File: config.mk
export PLATFORM = sky130hd
export DESIGN_NAME = tcs_top
export DESIGN_NICKNAME = d
export VERILOG_FILES = /design/src/core/tcs_pkg.sv /design/src/core/tcs_top.sv
export SDC_FILE = /design/constraint.sdc
export NUM_CORES = 2
export LEC_CHECK = 0
export BUFFER_PORTS_ARGS = -buffer_cell sky130_fd_sc_hd__buf_4
export CORE_MARGIN = 3
export CORE_UTILIZATION = 45
export DETAILED_ROUTE_END_ITERATION = 10
export PLACE_DENSITY = 0.62
export SETUP_SLACK_MARGIN = 0.2
export SYNTH_ARGS = -nofsm -noshare
export SYNTH_HDL_FRONTEND = slang
export SYNTH_SLANG_ARGS = --single-unit
File: constraint.sdc
create_clock -name clk_i -period 11.2 [get_ports clk_i]
set_clock_uncertainty 0.05 [all_clocks]
set_input_delay 0.56 -clock clk_i [delete_from_list [all_inputs] [get_ports clk_i]]
set_output_delay 0.56 -clock clk_i [all_outputs]
set_load 0.1 [all_outputs]
File: src/core/tcs_pkg.sv
// constants and types for the transceiver control and status block
package tcs_pkg;

  // ==========================================================
  // serial device addresses (8-bit form, r/w bit clear)
  localparam logic [7:0] ID_DEV_ADDR = 8'ha0;
  localparam logic [7:0] DIAG_DEV_ADDR = 8'ha2;
  localparam logic [7:0] TEST_DEV_ADDR = 8'hb0;

  // ==========================================================
  // link control and status byte in diagnostic memory
  localparam logic [7:0] LINK_CTRL_OFFS = 8'h6e;
  localparam int HW_DIS_BIT = 7;
  localparam int SOFT_DIS_BIT = 6;
  localparam int FAULT_BIT = 2;
  localparam int LOS_BIT = 1;
  localparam logic SOFT_DIS_RESET = 1'b0;

  // ==========================================================
  // serial engine
  localparam logic [3:0] BITS_PER_BYTE = 4'h8;
  localparam logic [8:0] MEM_WORDS = 9'h100;

  typedef enum logic [2:0] {
    ST_IDLE,
    ST_DEV,
    ST_OFFS,
    ST_WDATA,
    ST_ACK,
    ST_RDATA,
    ST_MACK
  } tcs_state_type;

endpackage : tcs_pkg

File: src/core/tcs_top.sv
// transceiver control and status logic with two-wire memory slave
//
// Notes on behaviour
// - transmitter is off while the shutoff pin is high, on while low with soft bit 6 clear and no fault latched.
// - an undriven shutoff pin counts as asserted.
// - transmitter off if shutoff pin or soft bit 6 of byte 110 set.
// - bit 7 of byte 110 shows the shutoff pin level.
// - a catastrophic laser fault raises the fault output and stops the laser.
// - fault output low in normal operation, high on a fault.
// - fault latched until shutoff pin toggles or power cycles.
// - fault state mirrored in bit 2 of byte 110.
// - unsafe optical power shuts the transmitter down.
// - signal-lost output low for good input, high for unusable input.
// - signal-lost state mirrored in bit 1 of byte 110.
// - device address a0 gives 256 identification bytes.
// - device address a2 gives 256 diagnostic bytes incl. control byte.
// - address b0 is reserved for internal test; not answered here.
module tcs_top
  import tcs_pkg::*;
(
  // clock and reset
  input wire logic clk_i,
  input wire logic rst_b_i,
  // transmit shutoff pin
  input wire logic tx_disable_i,
  input wire logic tx_disable_driven_i,
  // optics status inputs
  input wire logic laser_fault_detect_i,
  input wire logic eye_unsafe_i,
  input wire logic rx_signal_bad_i,
  // optics controls and status pins
  output logic laser_enable_o,
  output logic tx_fault_o,
  output logic receive_signal_lost_o,
  // two-wire serial interface
  input wire logic scl_i,
  input wire logic sda_i,
  output logic sda_o,
  output logic sda_oe_o
);

  // ==========================================================
  // shutoff, fault and signal-lost state
  logic hw_dis;
  logic hw_dis_q;
  logic next_hw_dis_q;
  logic soft_dis;
  logic next_soft_dis;
  logic fault;
  logic next_fault;
  logic los;
  logic next_los;
  logic laser_en;
  logic next_laser_en;
  logic ctrl_wr;
  logic [7:0] ctrl_wdata;

  // undriven pin reads as high through the internal pull-up
  assign hw_dis = tx_disable_i | ~tx_disable_driven_i;

  always_comb begin
    next_hw_dis_q = hw_dis;
    next_soft_dis = soft_dis;
    if (ctrl_wr) begin
      next_soft_dis = ctrl_wdata[SOFT_DIS_BIT];
    end
    next_fault = fault;
    // a release of the shutoff pin after it was high clears the latch
    if (hw_dis_q && !hw_dis) begin
      next_fault = 1'b0;
    end
    // a new fault wins over the clear
    if (laser_fault_detect_i || eye_unsafe_i) begin
      next_fault = 1'b1;
    end
    next_los = rx_signal_bad_i;
    next_laser_en = ~(hw_dis | soft_dis | next_fault);
  end

  always_ff @(posedge clk_i or negedge rst_b_i) begin
    if (!rst_b_i) begin
      hw_dis_q <= 1'b1;
      soft_dis <= SOFT_DIS_RESET;
      fault <= 1'b0;
      los <= 1'b1;
      laser_en <= 1'b0;
    end else begin
      hw_dis_q <= next_hw_dis_q;
      soft_dis <= next_soft_dis;
      fault <= next_fault;
      los <= next_los;
      laser_en <= next_laser_en;
    end
  end

  assign laser_enable_o = laser_en;
  assign tx_fault_o = fault;
  assign receive_signal_lost_o = los;

  // ==========================================================
  // memories
  // identification page in the lower half, diagnostic page in the upper half
  // no reset contents: cells behave like the serial memory they stand for
  // the control byte cell of the diagnostic page is never written or read
  logic [7:0] mem [MEM_WORDS * 2];
  logic mem_wr;
  logic [8:0] mem_waddr;
  logic [7:0] mem_wdata;

  always_ff @(posedge clk_i) begin
    if (mem_wr) begin
      mem[mem_waddr] <= mem_wdata;
    end
  end

  // diagnostic space holds the live control byte at its offset
  function automatic logic [7:0] read_byte(input logic sel, input logic [7:0] offs);
    logic [7:0] b;
    b = mem[{sel, offs}];
    if (sel && offs == LINK_CTRL_OFFS) begin
      b = 8'h00;
      b[HW_DIS_BIT] = hw_dis_q;
      b[SOFT_DIS_BIT] = soft_dis;
      b[FAULT_BIT] = fault;
      b[LOS_BIT] = los;
    end
    return b;
  endfunction : read_byte

  // ==========================================================
  // two-wire slave
  // both lines are oversampled on clk_i, so each scl level must last
  // at least two clocks for a clean edge to be seen
  // bits are taken at an scl rise and changed one clock after an scl fall,
  // which keeps sda steady for the whole high phase of scl
  // a start or stop seen in any state restarts or parks the engine,
  // so a master that gives up mid-byte never leaves the line held low
  // the acknowledge is driven for exactly one scl period after each byte received
  // an address outside the two memory pages is never acknowledged

  // the two memory pages differ only in bit 1; bit 0 is the read flag
  function automatic logic is_mem_page(input logic [7:0] dev);
    return {dev[7:2], 2'b00} == ID_DEV_ADDR;
  endfunction : is_mem_page

  tcs_state_type state;
  tcs_state_type next_state;
  tcs_state_type after;
  tcs_state_type next_after;
  logic scl_q;
  logic sda_q;
  logic [3:0] bitcnt;
  logic [3:0] next_bitcnt;
  logic [7:0] shift;
  logic [7:0] next_shift;
  logic [7:0] offs;
  logic [7:0] next_offs;
  logic sel;
  logic next_sel;
  logic drive;
  logic next_drive;
  logic scl_rise;
  logic scl_fall;
  logic start_seen;
  logic stop_seen;
  logic byte_done;

  assign scl_rise = scl_i & ~scl_q;
  assign scl_fall = ~scl_i & scl_q;
  assign start_seen = scl_i & scl_q & sda_q & ~sda_i;
  assign stop_seen = scl_i & scl_q & ~sda_q & sda_i;
  assign byte_done = bitcnt == BITS_PER_BYTE;

  always_comb begin
    next_state = state;
    next_after = after;
    next_bitcnt = bitcnt;
    next_shift = shift;
    next_offs = offs;
    next_sel = sel;
    next_drive = drive;
    mem_wr = 1'b0;
    mem_waddr = {sel, offs};
    mem_wdata = shift;
    ctrl_wr = 1'b0;
    ctrl_wdata = shift;
    if (start_seen) begin
      next_state = ST_DEV;
      next_bitcnt = 4'h0;
      next_drive = 1'b0;
    end else if (stop_seen) begin
      next_state = ST_IDLE;
      next_drive = 1'b0;
    end else begin
      case (state)
        ST_IDLE: begin
          next_drive = 1'b0;
        end
        ST_DEV, ST_OFFS, ST_WDATA: begin
          if (scl_rise && !byte_done) begin
            next_shift = {shift[6:0], sda_i};
            next_bitcnt = bitcnt + 4'h1;
          end else if (scl_fall && byte_done) begin
            next_bitcnt = 4'h0;
            next_drive = 1'b1;
            next_state = ST_ACK;
            if (state == ST_DEV) begin
              // only the two memory pages answer; b0 and others stay silent
              if (!is_mem_page(shift)) begin
                next_drive = 1'b0;
                next_state = ST_IDLE;
              end else begin
                next_sel = shift[1];
                next_drive = 1'b1;
                next_after = shift[0] ? ST_RDATA : ST_OFFS;
              end
            end else if (state == ST_OFFS) begin
              next_offs = shift;
              next_after = ST_WDATA;
            end else begin
              if (sel && offs == LINK_CTRL_OFFS) begin
                ctrl_wr = 1'b1;
              end else begin
                mem_wr = 1'b1;
              end
              next_offs = offs + 8'h01;
              next_after = ST_WDATA;
            end
          end
        end
        ST_ACK: begin
          if (scl_fall) begin
            next_bitcnt = 4'h0;
            next_state = after;
            next_drive = 1'b0;
            if (after == ST_RDATA) begin
              next_shift = read_byte(sel, offs);
              next_drive = ~next_shift[7];
            end
          end
        end
        ST_RDATA: begin
          if (scl_rise && !byte_done) begin
            next_bitcnt = bitcnt + 4'h1;
          end else if (scl_fall && byte_done) begin
            next_bitcnt = 4'h0;
            next_drive = 1'b0;
            next_offs = offs + 8'h01;
            next_state = ST_MACK;
          end else if (scl_fall) begin
            next_shift = {shift[6:0], 1'b0};
            next_drive = ~next_shift[7];
          end
        end
        ST_MACK: begin
          // master acknowledge keeps the read going, a refusal ends it
          if (scl_rise) begin
            next_state = sda_i ? ST_IDLE : ST_ACK;
            next_after = ST_RDATA;
          end
        end
        default: begin
          next_state = ST_IDLE;
          next_drive = 1'b0;
        end
      endcase
    end
  end

  always_ff @(posedge clk_i or negedge rst_b_i) begin
    if (!rst_b_i) begin
      state <= ST_IDLE;
      after <= ST_IDLE;
      scl_q <= 1'b1;
      sda_q <= 1'b1;
      bitcnt <= 4'h0;
      shift <= 8'h00;
      offs <= 8'h00;
      sel <= 1'b0;
      drive <= 1'b0;
    end else begin
      state <= next_state;
      after <= next_after;
      scl_q <= scl_i;
      sda_q <= sda_i;
      bitcnt <= next_bitcnt;
      shift <= next_shift;
      offs <= next_offs;
      sel <= next_sel;
      drive <= next_drive;
    end
  end

  // open-drain: only ever pulls low
  assign sda_o = 1'b0;
  assign sda_oe_o = drive;

endmodule : tcs_top

Word level (Yosys, flattened, before mapping). Memory sizes are Yosys's and may differ from the RTL's. Cells that the tools add are included.

Bits in registers: 35. Input port bits: 9. Memories kept: 1. RAM bits: 4096. Output and inout port bits: 5.

Eq/ne operators: 34. Reductions and logical operators: 21. Mux-type cells: 77. Add/subtract/negate cells: 2. Bitwise gates (word level): 21.

Memories: mem (words 512, bits a word 8, read ports 1, clocked after memory_dff 0, wr ports 1, line tcs_top.sv:105) `logic [7:0] mem [MEM_WORDS * 2];`.

Operators with widths (number): two-way mux 8 bit (18); two-way mux 3 bit (17); two-way mux 1 bit (31); inequality test 2 bit (second input constant) (12); inequality test 4 bit (second input constant) (6); one-hot mux 8 bit (3 select lines) (1); AND reduction 7 bit (3); two-way mux 4 bit (5); one-hot mux 8 bit (2 select lines) (1); one-hot mux 3 bit (5 select lines) (1); == test 3 bit (second input constant) (4); inequality test 3 bit (second input constant) (4); inverter 1 bit (11); AND reduction 9 bit (1); adder 8 x 1 -> 8 bit (second input constant) (1); == test 8 x 7 -> 1 bit (second input constant) (1); one-hot mux 4 bit (2 select lines) (1); AND reduction 8 bit (1); AND 1 bit (7); == test 3 x 2 -> 1 bit (second input constant) (2); == test 6 bit (second input constant) (1); one-hot mux 3 bit (2 select lines) (1); AND reduction 6 bit (1); nonzero test 3 bit (2); 15 further kinds (22).

Logic depth before layout (Yosys ltp).
Word-level depth: 14. Gate-level depth with buffers: 18. Mapped depth without buffers: 10.

Worst setup path after synthesis. No wires, ideal clock.

Path type: flip-flop to flip-flop. Start point: reg shift[4], in the netlist ctrl_wdata[4]. End point: reg drive, in the netlist sda_oe_o. Setup slack: 3022 ps. Buffers on the path: 0. Required time: 11024 ps. Cell stages (with the launch flop): 7. Period minus slack after synthesis: 8178 ps. Arrival: 8002 ps. Path through: dfrtp_1 > or4b_2 > nor3_1 > inv_1 > o32ai_1 > a21o_1 > a221o_1.

Longest elaborated chain between the ends: 8.

RTL lines: from (decl) (line tcs_top.sv:154) `logic [7:0] shift;`; from (signal assigned) (line tcs_top.sv:287) `shift <= next_shift;`; == test 6 bit (line tcs_top.sv:143) `return {dev[7:2], 2'b00} == ID_DEV_ADDR;`; two-way mux 1 bit (line tcs_top.sv:209) `if (!is_mem_page(shift)) begin`; two-way mux 1 bit (line tcs_top.sv:207) `if (state == ST_DEV) begin`; two-way mux 1 bit (line tcs_top.sv:203) `end else if (scl_fall && byte_done) begin`; two-way mux 1 bit (line tcs_top.sv:200) `if (scl_rise && !byte_done) begin`; one-hot mux 1 bit (4 select lines) (line tcs_top.sv:195) `case (state)`; two-way mux 1 bit (line tcs_top.sv:191) `end else if (stop_seen) begin`; two-way mux 1 bit (line tcs_top.sv:187) `if (start_seen) begin`; to (signal assigned) (line tcs_top.sv:290) `drive <= next_drive;`; to (decl) (line tcs_top.sv:160) `logic drive;`.

Every way passes these cells. The select of a mux whose other input is x is not followed. A chain may end at the register's enable or synchronous reset.

Final worst setup path.
Start point: reg offs[1]. End point: reg shift[2], in the netlist ctrl_wdata[2].

Longest elaborated chain between the ends: 11.

RTL lines: from (decl) (line tcs_top.sv:156) `logic [7:0] offs;`; from (signal assigned) (line tcs_top.sv:288) `offs <= next_offs;`; parallel branches: the longest is 2 deep, another holds memory (512 x 8 bit); two-way mux 8 bit * (line tcs_top.sv:120) `if (sel && offs == LINK_CTRL_OFFS) begin`; two-way mux 8 bit * (line tcs_top.sv:236) `if (after == ST_RDATA) begin`; two-way mux 8 bit * (line tcs_top.sv:232) `if (scl_fall) begin`; two-way mux 8 bit * (line tcs_top.sv:195); two-way mux 8 bit * (line tcs_top.sv:191); two-way mux 8 bit * (line tcs_top.sv:187); two-way mux 8 bit * (line tcs_top.sv:236); two-way mux 8 bit * (line tcs_top.sv:232); one-hot mux 8 bit (3 select lines) * (line tcs_top.sv:195).

Mark *: on every way between the ends. The select of a mux whose other input is x is not followed.

==> results.md <==
- PD cells: about 200 nW/µm²
- Slew of the pin with the lowest slew margin: about 1.5 ns
- DP Worst Slack: around 5.2 ns
- Count of cell types in the netlist: slightly above 70
- Sequential cell area fraction in the yosys report: 0.771
- Synth Instances: between 7,000 and 8,000
- Core Region: between 300,000 and 400,000 µm²
- P&R area growth vs syn: 11.3%
- Buffer count from post-CTS setup fixing: 0
- Largest net degree at the start of global routing: slightly below 200
- Nets: around 7,400
- Synth area leaders: edfxtp_1, mux4_2, nor2_1
- Cell Rows: roughly 220
- Post-synth EDFFs: just over 4,000
- Worst setup EP type: flop
- Synthesized cell area: 161,000 µm²
- CTS sink cnt: around 4,100
- Ys flop type: edfxtp_1
- Max incr delay on CP: 1.31 ns
- Via density: roughly 6.3
- Crit-path slowest cell: a2111oi_0
- Clock root buffer: clkbuf_16
- Fin. Hold Viols: 0
- DR WL/cell: about 35 µm
- Worst-path cell chain: buf_4, buf_4, buf_12, mux4_2, mux4_2, o211ai_1, nand2_1, a2111oi_0, a31oi_1
- I/O pins: 14
- Antenna violations before repair: 24
- Total power draw: between 30 and 40 mW
- WP data required: ~12 ns
- Adder-cell share of the synthesized area: 0.000467
- Worst setup margin: 4.84 ns
- Worst-path fanout max: 104
- H-tree depth: 5
- Compound-Gate Fraction of Synth Area: 0.0153
- Flops & latches, synth: just over 4,000
- Worst-Skew Late Latency: slightly below 1 ns
- Clk slew on worst S/H paths: 0.06 ns
- Initial detailed-routing violation count: roughly 11,000
- Initial Utilization: 0.454
- Detail Route Antenna Nets: 0
- Grt total ovfl: 0
- Peak supply drop: between 150 and 200 µV
- Max-Cap Viols: 1
- Worst Path Arrival: a little over 7 ns
- Failing checks: capacitance limit, slew limit
- Yosys top cell area share: 0.766
- Total negative slack: 0 ns
- WHS: around 0.22 ns
- Relative max-transition margin: -0.0422
- YS warnings: 0
- Vias: around 80,000
- Worst setup path category: reg -> reg
- Die Y: about 600 µm
- Run status: finished, violations left
- DR DRC count: 0
- Clock Tree Buf Depth: 4
- RSZ-0062 raised after global routing: false
- Final setup vio count: 0
- Initial DRT Pass Iterations: 6
- Post-synthesis xor/xnor area fraction: 0.0000545
- Die footprint: 364,000 µm²
- Worst Hold Class: in -> reg
- CTS tree: yes
- Buffers on Ports: 12
- Vias in the first global route: slightly below 80,000
- # fillers: 27,800
- DP Area: 166,000 µm²
- Final WL: between 400,000 and 500,000 µm
- GR Util All Layers: 0.236
- CTS buffer count: 404
- Pleak: around 53 nW
- Detail Placement HPWL: roughly 250,000 µm
- Fin crit period: 6.36 ns
- Area leader, netlist: edfxtp_1
- First-pass GRT wire length: just over 600,000 µm
- Async S/R FF share, synth: 0.00847
- Die width: just over 600 µm
- Final Instance Area: ~180,000 µm²
- Count of final max-slew check failures: 2
- Max frequency: between 150 and 200 MHz
- Multiplexer share of the synthesized area: 0.174
- Fin crit share: 0.568
- Largest family of logic cells by synthesized area: multiplexers
- Startpoint class of the critical path: flop
- Crit path buf inv count: 3
- Top delay family on crit path: buffers and inverters
- Layout cells sized above 1: 0.260
- Syn avg cell area: approximately 22 µm²
- Simple-Gate Fraction of Synth Area: 0.0242
- Placer Congestion: about 0.88
report_power, final:
group / total (mW) / switching (mW) / internal (mW) / leakage, nW
logic: 2.20 / 2.07 / 0.128 / 9.80
registers: 19.5 / 0.347 / 19.2 / 37.5
clock network: 13.2 / 5.79 / 7.42 / 6.22
total: 34.9 / 8.20 / 26.7 / 53.5
path summary, 6_finish.rpt:
path	depth (start not counted)	slack, ns	end	from
max in group asynchronous	2	10.29	offs[5]	rst_b_i
min in group asynchronous	2	0.27	ctrl_wdata[2]	rst_b_i
setup reg to reg	9	4.84	ctrl_wdata[2]	offs[1]
setup / recovery	9	4.84	ctrl_wdata[2]	offs[1]
hold / removal	2	0.22	receive_signal_lost_o	rx_signal_bad_i
hold reg to reg	1	0.52	bitcnt[0]	bitcnt[0]
Yosys cell counts, types with 18 or more instances:
cell	n
edfxtp_1	4096
mux4_2	1164
nor2_1	571
clkbuf_1	183
nand2_1	170
mux2i_1	147
a22oi_1	110
buf_2	109
a21oi_1	76
buf_4	59
nand3_1	56
buf_6	51
o21ai_0	46
dfrtp_1	31
buf_1	29
nor3_1	25
nand2b_1	19
o22ai_1	18
final cells by class:
| cell class | instances | area, µm² | area share |
|---|---|---|---|
| Inverter | 11 | 48.8 | 0.000273 |
| Tap cell | 4730 | 5920 | 0.0331 |
| Antenna cell | 11 | 27.5 | 0.000154 |
| Sequential cell | 4131 | 124000 | 0.693 |
| Clock inverter | 259 | 2170 | 0.0122 |
| Clock buffer | 482 | 10500 | 0.0589 |
| Multi-Input combinational cell | 2633 | 34600 | 0.193 |
| Timing Repair Buffer | 179 | 1580 | 0.00882 |
stage by stage:
stage / instances / util
final: 12400 / 0.505
after detailed placement: 11700 / 0.469
after CTS: 12400 / 0.505
after global placement: 11700 / 0.469
after global routing: 12400 / 0.505
after floorplan: 7209 / -
what timing repair did:
action	CTS	global route
resized for setup	0	0
hold endpoints to repair	43	0
hold buffers	8	0
metal layers:
| layer | wire length [µm] | vias to the layer above | track usage |
|---|---|---|---|
| met1 | 170000 | 41900 | 0.334 |
| met5 | 216 | - | 0.00370 |
| li1 | - | 30700 | - |
| met4 | 16400 | 6 | 0.0837 |
| met2 | 201000 | 4377 | 0.360 |
| met3 | 44600 | 746 | 0.0561 |
layout by cell type (no fill, tap or decap), types with 16 or more instances in the layout:
cell | synthesis | routed
a31oi_1 | 17 | 16
buf_12 | 0 | 17
a22oi_1 | 110 | 110
clkbuf_1 | 183 | 72
nand2_1 | 170 | 155
clkbuf_16 | 0 | 410
mux2i_1 | 147 | 147
clkinv_1 | 0 | 102
buf_4 | 59 | 154
nand2b_1 | 19 | 19
edfxtp_1 | 4096 | 4096
o22ai_1 | 18 | 18
a21oi_1 | 76 | 76
o21ai_0 | 46 | 46
nand3_1 | 56 | 52
clkinv_2 | 0 | 89
clkinvlp_4 | 0 | 16
dfrtp_1 | 31 | 16
mux4_2 | 1164 | 1164
nor2_1 | 571 | 566
nor3_1 | 25 | 21
mux2_2 | 17 | 17
bufinv_16 | 0 | 31
cell families after synthesis:
| kind of cell | count (synthesis) |
|---|---|
| compound gates | 361 |
| other cells | 1 |
| xor+xnor | 1 |
| mux | 1328 |
| simple gates | 928 |
| buf+inv | 445 |
| flops | 4131 |
| fa+ha+maj | 6 |
sequential cells by signal, summed over array words and instances, names as in the netlist:
name / count
mem: 4096
bitcnt: 4
state: 3
after: 3
ctrl_wdata: 8
sel: 1
scl_q: 1
soft_dis: 1
sda_oe_o: 1
offs: 8
hw_dis_q: 1
laser_enable_o: 1
receive_signal_lost_o: 1
sda_q: 1
tx_fault_o: 1
(Power assumes the default switching activity.)
